### src/design/atw_pkg.sv
// shared constants and types for the sector-write task-file link
package atw_pkg;
    // task-file register addresses on the link
    localparam logic [3:0]  TF_DATA             = 4'h0;
    localparam logic [3:0]  TF_FEATURE          = 4'h1;  // error_report on read
    localparam logic [3:0]  TF_COUNT            = 4'h2;
    localparam logic [3:0]  TF_LOW              = 4'h3;
    localparam logic [3:0]  TF_MID              = 4'h4;
    localparam logic [3:0]  TF_HIGH             = 4'h5;
    localparam logic [3:0]  TF_DRIVE            = 4'h6;
    localparam logic [3:0]  TF_OPCODE           = 4'h7;  // drive_condition on read
    // accepted opcodes
    localparam logic [7:0]  OP_WRITE            = 8'h30;
    localparam logic [7:0]  OP_WRITE_RETRY      = 8'h31;
    localparam logic [7:0]  OP_WRITE_EXT        = 8'h34;
    localparam logic [7:0]  OP_WRITE_VERIFY     = 8'h3C;
    // drive_condition and error_report bit positions
    localparam int          ST_BUSY             = 7;
    localparam int          ST_READY            = 6;
    localparam int          ST_SEEK_DONE        = 4;
    localparam int          ST_XFER_REQ         = 3;
    localparam int          ST_ERROR            = 0;
    localparam int          ER_ID_NOT_FOUND     = 4;
    localparam int          ER_COMMAND_ABORTED  = 2;
    localparam int          DRIVE_LBA_MODE      = 6;
    // reset values and counts
    localparam logic [7:0]  DRIVE_RESET         = 8'hA0;
    localparam logic [7:0]  WORD_LAST           = 8'hFF;     // 256 words per sector
    localparam logic [16:0] COUNT_28_ZERO       = 17'h00100; // zero count means 256
    localparam logic [16:0] COUNT_48_ZERO       = 17'h10000; // zero count means 65536
    localparam logic [7:0]  GEOM_SECTORS        = 8'h3F;     // sectors per track
    localparam logic [3:0]  GEOM_HEAD_LAST      = 4'hF;
    // timing at 25 MHz
    localparam int          CLK_KHZ             = 25000;
    localparam int          BUSY_AFTER_SECTOR_US = 5;
    localparam int          BUSY_AFTER_SECTOR_CYC = BUSY_AFTER_SECTOR_US * CLK_KHZ / 1000;
    localparam int          XFER_REQ_LIMIT_US   = 700;
    localparam int          XFER_REQ_LIMIT_CYC  = XFER_REQ_LIMIT_US * CLK_KHZ / 1000;
    // controller AHB register offsets
    localparam logic [7:0]  HR_TF_WRITE         = 8'h00;
    localparam logic [7:0]  HR_TF_READ          = 8'h04;
    localparam logic [7:0]  HR_READ_DATA        = 8'h08;
    localparam logic [7:0]  HR_IRQ_STATUS       = 8'h0C;
    localparam logic [7:0]  HR_IRQ_ENABLE       = 8'h10;
    localparam logic [7:0]  HR_IRQ_CLEAR        = 8'h14;
    localparam int          IRQ_DEVICE          = 0;
    localparam int          IRQ_READ_DONE       = 1;

    // task file with current and previous bytes
    typedef struct packed {
        logic [7:0] feat;
        logic [7:0] feat_p;
        logic [7:0] cnt;
        logic [7:0] cnt_p;
        logic [7:0] low;
        logic [7:0] low_p;
        logic [7:0] mid;
        logic [7:0] mid_p;
        logic [7:0] high;
        logic [7:0] high_p;
        logic [7:0] drive;
    } atw_taskfile_t;
endpackage

### src/design/atw_tf_if.sv
// task-file link between controller and drive
`timescale 1ns/1ps
`default_nettype none
interface atw_tf_if (
    input wire logic hclk
);
    logic [3:0]  addr;
    logic        high_order_byte_select;
    logic [15:0] wdata;
    logic        wr;
    logic        rd;
    logic [15:0] rdata;
    logic        intrq;

    modport dev (input addr, input high_order_byte_select, input wdata, input wr, input rd, output rdata, output intrq);
    modport host (output addr, output high_order_byte_select, output wdata, output wr, output rd, input rdata, input intrq);
endinterface
`default_nettype wire

### src/design/atw_drive.sv
// drive end: task file, sector write commands, media hand-off
//
// Summary of operation
// - sector data arrives as 16-bit data words
// - 28-bit count zero means 256 sectors
// - geometry mode: sector, cylinder, head fields
// - block mode: 28-bit address from four registers
// - completion count holds sectors not transferred
// - completion address is last transferred sector
// - uncorrectable error stops write at failing sector; with auto_reassign_on set the write goes on
// - opcode 34h extended; registers keep previous byte
// - extended count 16 bits; zero means 65536
// - 48-bit address from current and previous bytes
// - extended error reports failing address, select byte
// - opcode 3Ch behaves exactly like 30h
// - interrupt after each sector
// - busy set soon after 256th data word
// - busy clears, request rises within 700 us
//
// The implementer's own choices: the placing of the registers and the AHB-Lite interface to the registers.
`timescale 1ns/1ps
`default_nettype none
module atw_drive
    import atw_pkg::*;
#(
    parameter int COMMIT_LIMIT_CYC = XFER_REQ_LIMIT_CYC
) (
    input  wire logic        hclk,
    input  wire logic        hresetn,
    atw_tf_if.dev            tf,
    output logic [15:0]      media_word,
    output logic             media_word_valid,
    output logic [47:0]      media_lba,
    output logic             media_commit,
    input  wire logic        media_commit_ack,
    input  wire logic        media_fail,
    input  wire logic        auto_reassign_on
);
    typedef enum logic [1:0] {S_IDLE, S_SETUP, S_XFER, S_COMMIT} atw_state_t;

    atw_state_t    state,      next_state;
    atw_taskfile_t tfr,        next_tfr;
    logic [7:0]    err_rep,    next_err_rep;
    logic          busy,       next_busy;
    logic          xfer_req,   next_xfer_req;
    logic          err_flag,   next_err_flag;
    logic          intrq,      next_intrq;
    logic          ext,        next_ext;
    logic [16:0]   remaining,  next_remaining;
    logic [7:0]    word_cnt,   next_word_cnt;
    logic [15:0]   timer,      next_timer;
    logic [15:0]   rdata,      next_rdata;
    logic [15:0]   mword,      next_mword;
    logic          mvalid,     next_mvalid;
    logic          commit,     next_commit;
    logic [7:0]    status;

    // step the address one sector in the active layout
    function automatic atw_taskfile_t advance(atw_taskfile_t t, logic e);
        logic [47:0] a;
        logic [15:0] cyl;
        a   = 48'h0;
        cyl = 16'h0;
        if (e) begin
            a = {t.high_p, t.mid_p, t.low_p, t.high, t.mid, t.low} + 48'h1;
            {t.high_p, t.mid_p, t.low_p, t.high, t.mid, t.low} = a;
        end else if (t.drive[DRIVE_LBA_MODE]) begin
            a = {20'h0, t.drive[3:0], t.high, t.mid, t.low} + 48'h1;
            {t.drive[3:0], t.high, t.mid, t.low} = a[27:0];
        end else if (t.low < GEOM_SECTORS) begin
            t.low = t.low + 8'h01;
        end else begin
            t.low = 8'h01;
            if (t.drive[3:0] < GEOM_HEAD_LAST) begin
                t.drive[3:0] = t.drive[3:0] + 4'h1;
            end else begin
                t.drive[3:0] = 4'h0;
                cyl = {t.high, t.mid} + 16'h0001;
                {t.high, t.mid} = cyl;
            end
        end
        return t;
    endfunction

    // media-facing address of the current sector
    function automatic logic [47:0] addr_of(atw_taskfile_t t, logic e);
        if (e) begin
            addr_of = {t.high_p, t.mid_p, t.low_p, t.high, t.mid, t.low};
        end else begin
            addr_of = {20'h0, t.drive[3:0], t.high, t.mid, t.low};
        end
    endfunction

    assign status = {busy, 1'b1, 1'b0, 1'b1, xfer_req, 1'b0, 1'b0, err_flag};

    // command decode, data intake and completion
    always_comb begin
        next_state     = state;
        next_tfr       = tfr;
        next_err_rep   = err_rep;
        next_busy      = busy;
        next_xfer_req  = xfer_req;
        next_err_flag  = err_flag;
        next_intrq     = intrq;
        next_ext       = ext;
        next_remaining = remaining;
        next_word_cnt  = word_cnt;
        next_timer     = 16'h0;
        next_rdata     = rdata;
        next_mword     = mword;
        next_mvalid    = 1'b0;
        next_commit    = commit;
        // register reads; the hob select picks previous bytes
        if (tf.rd) begin
            case (tf.addr)
                TF_FEATURE: next_rdata = {8'h00, err_rep};
                TF_COUNT:   next_rdata = {8'h00, tf.high_order_byte_select ? tfr.cnt_p  : tfr.cnt};
                TF_LOW:     next_rdata = {8'h00, tf.high_order_byte_select ? tfr.low_p  : tfr.low};
                TF_MID:     next_rdata = {8'h00, tf.high_order_byte_select ? tfr.mid_p  : tfr.mid};
                TF_HIGH:    next_rdata = {8'h00, tf.high_order_byte_select ? tfr.high_p : tfr.high};
                TF_DRIVE:   next_rdata = {8'h00, tfr.drive};
                TF_OPCODE:  next_rdata = {8'h00, status};
                default:    next_rdata = 16'h0000;
            endcase
            if (tf.addr == TF_OPCODE) begin
                next_intrq = 1'b0;   // status read acknowledges
            end
        end
        case (state)
            S_IDLE: begin
                if (tf.wr) begin
                    // each feature, count or address byte write pushes the old byte to previous
                    case (tf.addr)
                        TF_FEATURE: {next_tfr.feat_p, next_tfr.feat} = {tfr.feat, tf.wdata[7:0]};
                        TF_COUNT:   {next_tfr.cnt_p, next_tfr.cnt}   = {tfr.cnt, tf.wdata[7:0]};
                        TF_LOW:     {next_tfr.low_p, next_tfr.low}   = {tfr.low, tf.wdata[7:0]};
                        TF_MID:     {next_tfr.mid_p, next_tfr.mid}   = {tfr.mid, tf.wdata[7:0]};
                        TF_HIGH:    {next_tfr.high_p, next_tfr.high} = {tfr.high, tf.wdata[7:0]};
                        TF_DRIVE:   next_tfr.drive = tf.wdata[7:0];
                        TF_OPCODE: begin
                            next_intrq     = 1'b0;
                            next_err_rep   = 8'h00;
                            next_err_flag  = 1'b0;
                            next_word_cnt  = 8'h00;
                            next_busy      = 1'b1;
                            next_state     = S_SETUP;
                            case (tf.wdata[7:0])
                                // the low opcode bit only marks retry
                                OP_WRITE, OP_WRITE_RETRY, OP_WRITE_VERIFY: begin
                                    next_ext       = 1'b0;
                                    next_remaining = (tfr.cnt == 8'h00) ? COUNT_28_ZERO
                                                                        : {9'h000, tfr.cnt};
                                end
                                OP_WRITE_EXT: begin
                                    next_ext       = 1'b1;
                                    next_remaining = ({tfr.cnt_p, tfr.cnt} == 16'h0000) ? COUNT_48_ZERO
                                                                        : {1'b0, tfr.cnt_p, tfr.cnt};
                                end
                                default: begin
                                    // unknown opcode: abort at once
                                    next_busy      = 1'b0;
                                    next_state     = S_IDLE;
                                    next_err_flag  = 1'b1;
                                    next_err_rep   = 8'h01 << ER_COMMAND_ABORTED;
                                    next_intrq     = 1'b1;
                                end
                            endcase
                        end
                        default: ;
                    endcase
                end
            end
            S_SETUP: begin
                // first sector asks for data with no interrupt
                next_busy     = 1'b0;
                next_xfer_req = 1'b1;
                next_state    = S_XFER;
            end
            S_XFER: begin
                if (tf.wr && tf.addr == TF_DATA) begin
                    next_mword    = tf.wdata;
                    next_mvalid   = 1'b1;
                    next_word_cnt = word_cnt + 8'h01;
                    if (word_cnt == WORD_LAST) begin
                        // busy on the very next edge, far inside 5 us
                        next_busy     = 1'b1;
                        next_xfer_req = 1'b0;
                        next_commit   = 1'b1;
                        next_state    = S_COMMIT;
                    end
                end
            end
            S_COMMIT: begin
                next_timer = timer + 16'h0001;
                if (media_commit_ack || timer == 16'(COMMIT_LIMIT_CYC - 1)) begin
                    next_commit = 1'b0;
                    next_busy   = 1'b0;
                    next_intrq  = 1'b1;
                    next_state  = S_IDLE;
                    if (!media_commit_ack || (media_fail && !auto_reassign_on)) begin
                        // stop here; address stays on the failing sector
                        next_err_flag = 1'b1;
                        next_err_rep  = media_commit_ack ? (8'h01 << ER_ID_NOT_FOUND)
                                                         : (8'h01 << ER_COMMAND_ABORTED);
                        {next_tfr.cnt_p, next_tfr.cnt} = remaining[15:0];
                    end else if (remaining == 17'h00001) begin
                        // address left on the last transferred sector
                        {next_tfr.cnt_p, next_tfr.cnt} = 16'h0000;
                        next_remaining = 17'h00000;
                    end else begin
                        next_remaining = remaining - 17'h00001;
                        next_tfr       = advance(tfr, ext);
                        next_xfer_req  = 1'b1;
                        next_state     = S_XFER;
                    end
                end
            end
            default: next_state = S_IDLE;
        endcase
    end

    // state registers
    always_ff @(posedge hclk or negedge hresetn) begin
        if (!hresetn) begin
            state     <= S_IDLE;
            tfr       <= '0;
            err_rep   <= 8'h00;
            busy      <= 1'b0;
            xfer_req  <= 1'b0;
            err_flag  <= 1'b0;
            intrq     <= 1'b0;
            ext       <= 1'b0;
            remaining <= 17'h00000;
            word_cnt  <= 8'h00;
            timer     <= 16'h0000;
            rdata     <= 16'h0000;
            mword     <= 16'h0000;
            mvalid    <= 1'b0;
            commit    <= 1'b0;
            tfr.drive <= DRIVE_RESET;
        end else begin
            state     <= next_state;
            tfr       <= next_tfr;
            err_rep   <= next_err_rep;
            busy      <= next_busy;
            xfer_req  <= next_xfer_req;
            err_flag  <= next_err_flag;
            intrq     <= next_intrq;
            ext       <= next_ext;
            remaining <= next_remaining;
            word_cnt  <= next_word_cnt;
            timer     <= next_timer;
            rdata     <= next_rdata;
            mword     <= next_mword;
            mvalid    <= next_mvalid;
            commit    <= next_commit;
        end
    end

    assign tf.rdata       = rdata;
    assign tf.intrq       = intrq;
    assign media_word       = mword;
    assign media_word_valid = mvalid;
    assign media_commit     = commit;
    assign media_lba        = addr_of(tfr, ext);
endmodule
`default_nettype wire

### src/flat_wrapper.sv
// flat-port wrapper written by rule: the top's interface ports become plain ports
module atw_drive_flat import atw_pkg::*;
#(
    parameter int COMMIT_LIMIT_CYC = XFER_REQ_LIMIT_CYC
)
  (hclk, hresetn, media_word, media_word_valid, media_lba, media_commit, media_commit_ack, media_fail, auto_reassign_on, tf_addr, tf_high_order_byte_select, tf_wdata, tf_wr, tf_rd, tf_rdata, tf_intrq);
  atw_tf_if tf_i (.hclk(hclk));
  input  wire logic hclk;
  input  wire logic hresetn;
  output logic [15:0] media_word;
  output logic media_word_valid;
  output logic [47:0] media_lba;
  output logic media_commit;
  input  wire logic media_commit_ack;
  input  wire logic media_fail;
  input  wire logic auto_reassign_on;
  input wire logic [$bits(tf_i.addr)-1:0] tf_addr;
  input wire logic [$bits(tf_i.high_order_byte_select)-1:0] tf_high_order_byte_select;
  input wire logic [$bits(tf_i.wdata)-1:0] tf_wdata;
  input wire logic [$bits(tf_i.wr)-1:0] tf_wr;
  input wire logic [$bits(tf_i.rd)-1:0] tf_rd;
  output wire logic [$bits(tf_i.rdata)-1:0] tf_rdata;
  output wire logic [$bits(tf_i.intrq)-1:0] tf_intrq;
  assign tf_i.addr = tf_addr;
  assign tf_i.high_order_byte_select = tf_high_order_byte_select;
  assign tf_i.wdata = tf_wdata;
  assign tf_i.wr = tf_wr;
  assign tf_i.rd = tf_rd;
  assign tf_rdata = tf_i.rdata;
  assign tf_intrq = tf_i.intrq;
  atw_drive #(.COMMIT_LIMIT_CYC(COMMIT_LIMIT_CYC)) u_core (.hclk(hclk), .hresetn(hresetn), .tf(tf_i), .media_word(media_word), .media_word_valid(media_word_valid), .media_lba(media_lba), .media_commit(media_commit), .media_commit_ack(media_commit_ack), .media_fail(media_fail), .auto_reassign_on(auto_reassign_on));
endmodule
### config.mk
export PLATFORM = sky130hd
export DESIGN_NAME = atw_drive_flat
export DESIGN_NICKNAME = d
export VERILOG_FILES = /design/src/design/atw_pkg.sv /design/src/design/atw_tf_if.sv /design/src/design/atw_drive.sv /design/src/flat_wrapper.sv
export SDC_FILE = /design/constraint.sdc
export NUM_CORES = 1
export LEC_CHECK = 0
export ABC_CLOCK_PERIOD_IN_PS = 5500
export BUFFER_PORTS_ARGS = -buffer_cell sky130_fd_sc_hd__buf_2
export CAP_MARGIN = 10
export CORE_UTILIZATION = 60
export CTS_BUF_LIST = sky130_fd_sc_hd__clkbuf_2
export DETAILED_ROUTE_END_ITERATION = 6
export PLACE_DENSITY = 0.82
export SYNTH_ARGS = -nofsm -noshare
export SYNTH_HDL_FRONTEND = slang
export SYNTH_SLANG_ARGS = --single-unit
### constraint.sdc
create_clock -name hclk -period 5.5 [get_ports hclk]
set_input_delay 0.275 -clock hclk [delete_from_list [all_inputs] [get_ports hclk]]
set_output_delay 0.275 -clock hclk [all_outputs]
set_load 0.05 [all_outputs]
==> results_tabular.tex <==
\begin{tabular}{lr}
\hline
Metric & Value \\
\hline
\multicolumn{2}{l}{\textbf{Global route}} \\
Antenna violations before repair & 1 \\
Combined global-route utilization of all metal layers & 35.7\% \\
Vias in the first global route & 8359 \\
Maximum number of pins on one net before global-route repair & 103 \\
Global-route wire length before repair & 45200 um \\
Aggregate global routing overflow & 0 \\
\multicolumn{2}{l}{\textbf{Die}} \\
I/O Pins & 111 \\
Initial core utilization & 62.1\% \\
Number of rows in the core area & 45 \\
Die Span Y & 128 um \\
Floorplan die width & 128 um \\
Core region area & 15300 sq um \\
Die area & 16400 sq um \\
\multicolumn{2}{l}{\textbf{STA}} \\
Period Utilization, post-route & 61.7\% \\
Setup TNS & 0 ns \\
Hold Slack & 0.0367 ns \\
Peak Freq & 295 MHz \\
Number of failing setup endpoints in the final timing report & 0 \\
Final worst clock skew & 0.0379 ns \\
Final hold vios & 0 \\
Slew Limit Headroom & 30.1\% \\
Final critical-path setup slack & 2.11 ns \\
Slew @ Worst Pin & 1.05 ns \\
Final critical path time including I/O delays and setup & 3.39 ns \\
Final Max Slew Viols & 0 \\
Setup repair after global routing missed its margin & false \\
\multicolumn{2}{l}{\textbf{Synth}} \\
Cells after synthesis & 1129 \\
Dominant register cell in the synthesized netlist & sky130\_fd\_sc\_hd\_\_dfrtp\_1 \\
Sequential-to-total area share from yosys stat & 38.7\% \\
Fraction of registers with async set/reset & 100\% \\
Distinct cell type count of the synthesized netlist & 80 \\
\#FFs+latches synth & 147 \\
Netlist area before placement & 9510 sq um \\
Number of enable flip-flop cells after synthesis & 0 \\
Count of warnings emitted by yosys & 0 \\
Syn Area/Cell & 8.42 sq um \\
\multicolumn{2}{l}{\textbf{Critical path}} \\
Buffers \& Inverters on Critical Path & 2 \\
Cells along the critical path & ha\_4, inv\_2, a21oi\_1, buf\_4, a21oi\_1, or4b\_1, o21ai\_0, o21ai\_0 \\
Max stage delay cell, worst path & sky130\_fd\_sc\_hd\_\_or4b\_1 \\
Top fanout value on the critical path & 33 \\
Critical Path End Type & flop \\
Top Family by Delay on Critical Path & compound AO/OA/AOI/OAI gates \\
Worst setup SP type & flop \\
Class of the most critical setup path & flop to flop \\
Endpoint required time on the critical path & 6.14 ns \\
Delay of the slowest critical-path stage & 0.76 ns \\
Arrival time of the worst setup path & 4.03 ns \\
\multicolumn{2}{l}{\textbf{Pwr}} \\
Power density over the cells & 418 nW/um\^{}2 \\
Leakage power of the design & 0.00473 uW \\
IR drop worst, VDD & 0.226 mV \\
\multicolumn{2}{l}{\textbf{Outcome}} \\
Failing checks & DRC \\
Result of the run & finished with violations \\
\multicolumn{2}{l}{\textbf{Clock tree}} \\
Insertion delay to the later sink of the worst-skew pair & 0.79 ns \\
Number of CTS-inserted buffers & 17 \\
Cell at the root of the clock tree & sky130\_fd\_sc\_hd\_\_clkbuf\_2 \\
CTS tree & built \\
Clk buf depth & 2 \\
Clk slew on worst S/H paths & 0.25 ns \\
Clock net sink count & 147 \\
Maximum level of the CTS H-tree & 4 \\
Setup repair bufs after CTS & 0 \\
\multicolumn{2}{l}{\textbf{Detailed routing}} \\
Final wirelength & 28600 um \\
DRC Markers & 12 \\
Drt pass-1 iters & 7 \\
Antenna Violating Nets Remaining & 0 \\
Count of vias placed by the detailed router & 9236 \\
Starting DRT DRC Count & 1286 \\
Number of vias per cell after detailed routing & 6.55 \\
Routed wire length per instance & 20.3 um \\
\multicolumn{2}{l}{\textbf{Cells and area}} \\
Synthesis-to-finish area growth & 9.38\% \\
Nets@finish & 1224 \\
Proportion of layout cells with a drive suffix above 1 & 14.9\% \\
Cell Count, Final, Fillers Out & 1410 \\
Post-route cell area & 10400 sq um \\
\multicolumn{2}{l}{\textbf{Place}} \\
Pre-CTS setup slack & 2.32 ns \\
Dpl hpwl & 19900 um \\
Placed inst area & 9860 sq um \\
Routability congestion estimate & 0.978 \\
Number of placed instances, taps included & 1355 \\
Number of I/O port buffers & 102 \\
\multicolumn{2}{l}{\textbf{Job}} \\
Number of violations of the max-capacitance limit & 0 \\
\multicolumn{2}{l}{\textbf{Min path}} \\
Worst min-delay path class & primary input to flop \\
\hline
\end{tabular}
==> cells by family after synthesis <==
logic type                 synth area share, %
buffers and inverters                     7.05
AOI/OAI and AO/OA                         22.3
other                                   0.0394
xor gates and xnor gates                  1.57
muxes                                     6.29
and+or+nand+nor                           22.6
adders and majority gates                 1.45
DFF                                       38.7
==> tightest hold or removal path: cells and delay by family <==
kind / cells / cell delay [ns]
and+or+nand+nor: 2 / 0.23
buffers and inverters: 1 / 0.15
AOI/OAI and AO/OA: 2 / 0.15
==> metal layers <==
metal | share of wire (%) | vias up | track usage (%)
met1 | 40 | 4377 | 47.9
li1 | - | 4201 | -
met2 | 46 | 560 | 55.1
met4 | 4.7 | 0 | 19.9
met3 | 9.4 | 98 | 6.14
met5 | 0 | - | 0
==> layout by cell type, fill, tap and decap left out, types with 11 or more instances in the layout <==
| master | n |
|---|---|
| sky130_fd_sc_hd__a21oi_1 | 87 |
| sky130_fd_sc_hd__a22o_1 | 14 |
| sky130_fd_sc_hd__a31oi_1 | 16 |
| sky130_fd_sc_hd__and2_1 | 27 |
| sky130_fd_sc_hd__and3_1 | 25 |
| sky130_fd_sc_hd__buf_2 | 101 |
| sky130_fd_sc_hd__clkbuf_2 | 19 |
| sky130_fd_sc_hd__dfrtp_1 | 145 |
| sky130_fd_sc_hd__dlygate4sd3_1 | 22 |
| sky130_fd_sc_hd__inv_1 | 40 |
| sky130_fd_sc_hd__mux2_2 | 18 |
| sky130_fd_sc_hd__mux2i_1 | 38 |
| sky130_fd_sc_hd__nand2_1 | 129 |
| sky130_fd_sc_hd__nand2b_1 | 17 |
| sky130_fd_sc_hd__nand3_1 | 33 |
| sky130_fd_sc_hd__nand4_1 | 21 |
| sky130_fd_sc_hd__nor2_1 | 89 |
| sky130_fd_sc_hd__nor3_1 | 25 |
| sky130_fd_sc_hd__nor4_1 | 11 |
| sky130_fd_sc_hd__o21ai_0 | 84 |
| sky130_fd_sc_hd__o22a_1 | 14 |
| sky130_fd_sc_hd__o22ai_1 | 24 |
| sky130_fd_sc_hd__xor2_1 | 11 |
==> repair_timing <==
| item | in CTS | in global routing |
|---|---|---|
| endpoints found under the hold margin | 142 | 0 |
| resized for setup | 0 | 0 |
| hold buffers | 22 | 0 |
==> path summary, 6_finish.rpt <==
path                                       to  depth (start not counted)             from  slack [ns]
hold reg to reg               u_core.timer[0]                          1  u_core.timer[0]        0.48
hold / removal             u_core.tf.rdata[4]                          5       tf_addr[2]        0.04
setup / recovery               u_core.tfr[33]                          8  u_core.state[0]        2.11
min in group asynchronous      u_core.tfr[45]                          2          hresetn        0.14
max in group asynchronous      u_core.tfr[19]                          3          hresetn        4.23
setup reg to reg               u_core.tfr[33]                          8  u_core.state[0]        2.11
==> cells in the mapped netlist, types with 6 or more instances <==
library cell | instances | area share (%)
sky130_fd_sc_hd__a211oi_1 | 9 | 0.71
sky130_fd_sc_hd__a21o_1 | 9 | 0.71
sky130_fd_sc_hd__a21oi_1 | 87 | 4.6
sky130_fd_sc_hd__a22o_1 | 14 | 1.3
sky130_fd_sc_hd__a22oi_1 | 7 | 0.55
sky130_fd_sc_hd__a31oi_1 | 16 | 1.1
sky130_fd_sc_hd__and2_1 | 27 | 1.8
sky130_fd_sc_hd__and3_1 | 25 | 1.6
sky130_fd_sc_hd__buf_1 | 8 | 0.32
sky130_fd_sc_hd__buf_4 | 33 | 2.6
sky130_fd_sc_hd__clkbuf_1 | 54 | 2.1
sky130_fd_sc_hd__dfrtp_1 | 145 | 38
sky130_fd_sc_hd__ha_1 | 11 | 1.4
sky130_fd_sc_hd__inv_1 | 40 | 1.6
sky130_fd_sc_hd__mux2_2 | 18 | 2.1
sky130_fd_sc_hd__mux2i_1 | 38 | 4.0
sky130_fd_sc_hd__nand2_1 | 129 | 5.1
sky130_fd_sc_hd__nand2b_1 | 17 | 1.1
sky130_fd_sc_hd__nand3_1 | 33 | 1.7
sky130_fd_sc_hd__nand4_1 | 21 | 1.4
sky130_fd_sc_hd__nor2_1 | 89 | 3.5
sky130_fd_sc_hd__nor3_1 | 25 | 1.3
sky130_fd_sc_hd__nor4_1 | 11 | 0.72
sky130_fd_sc_hd__o21ai_0 | 84 | 4.4
sky130_fd_sc_hd__o22a_1 | 14 | 1.3
sky130_fd_sc_hd__o22ai_1 | 24 | 1.6
sky130_fd_sc_hd__or3_1 | 7 | 0.46
sky130_fd_sc_hd__xnor2_1 | 6 | 0.55
sky130_fd_sc_hd__xor2_1 | 11 | 1.0
==> flip-flops by register name, indices dropped and copies added, names as in the netlist <==
signal and flops:
u_core.err_flag 1, u_core.err_rep 2, u_core.ext 1, u_core.media_commit 1, u_core.media_word 16, u_core.media_word_valid 1, u_core.remaining 17, u_core.state 2
u_core.tf.intrq 1, u_core.tf.rdata 8, u_core.tfr 72, u_core.timer 16, u_core.word_cnt 8, u_core.xfer_req 1
==> per-stage QoR <==
stage	power [uW]	utilization [%]
3_3_place_gp	3460	64.4
6_report	4350	67.9
3_5_place_dp	3500	64.4
2_1_floorplan	3080	-
4_1_cts	4290	67.9
5_1_grt	4540	67.9
==> cell type report <==
type,instances,area (sq um)
clock buffer,19,95.1
antenna,1,2.50
clock inverter,13,219
timing repair buffer,131,790
inverter,41,154
multi-input combinational,847,5200
sequential,147,3680
fill,1236,4910
tap,211,264
==> report_power, final <==
part | switching, uW | total, uW | internal (uW)
logic | 1050 | 1590 | 539
clock network | 441 | 798 | 358
registers | 581 | 1960 | 1380
Note: power is estimated with default switching activity, not from simulation.
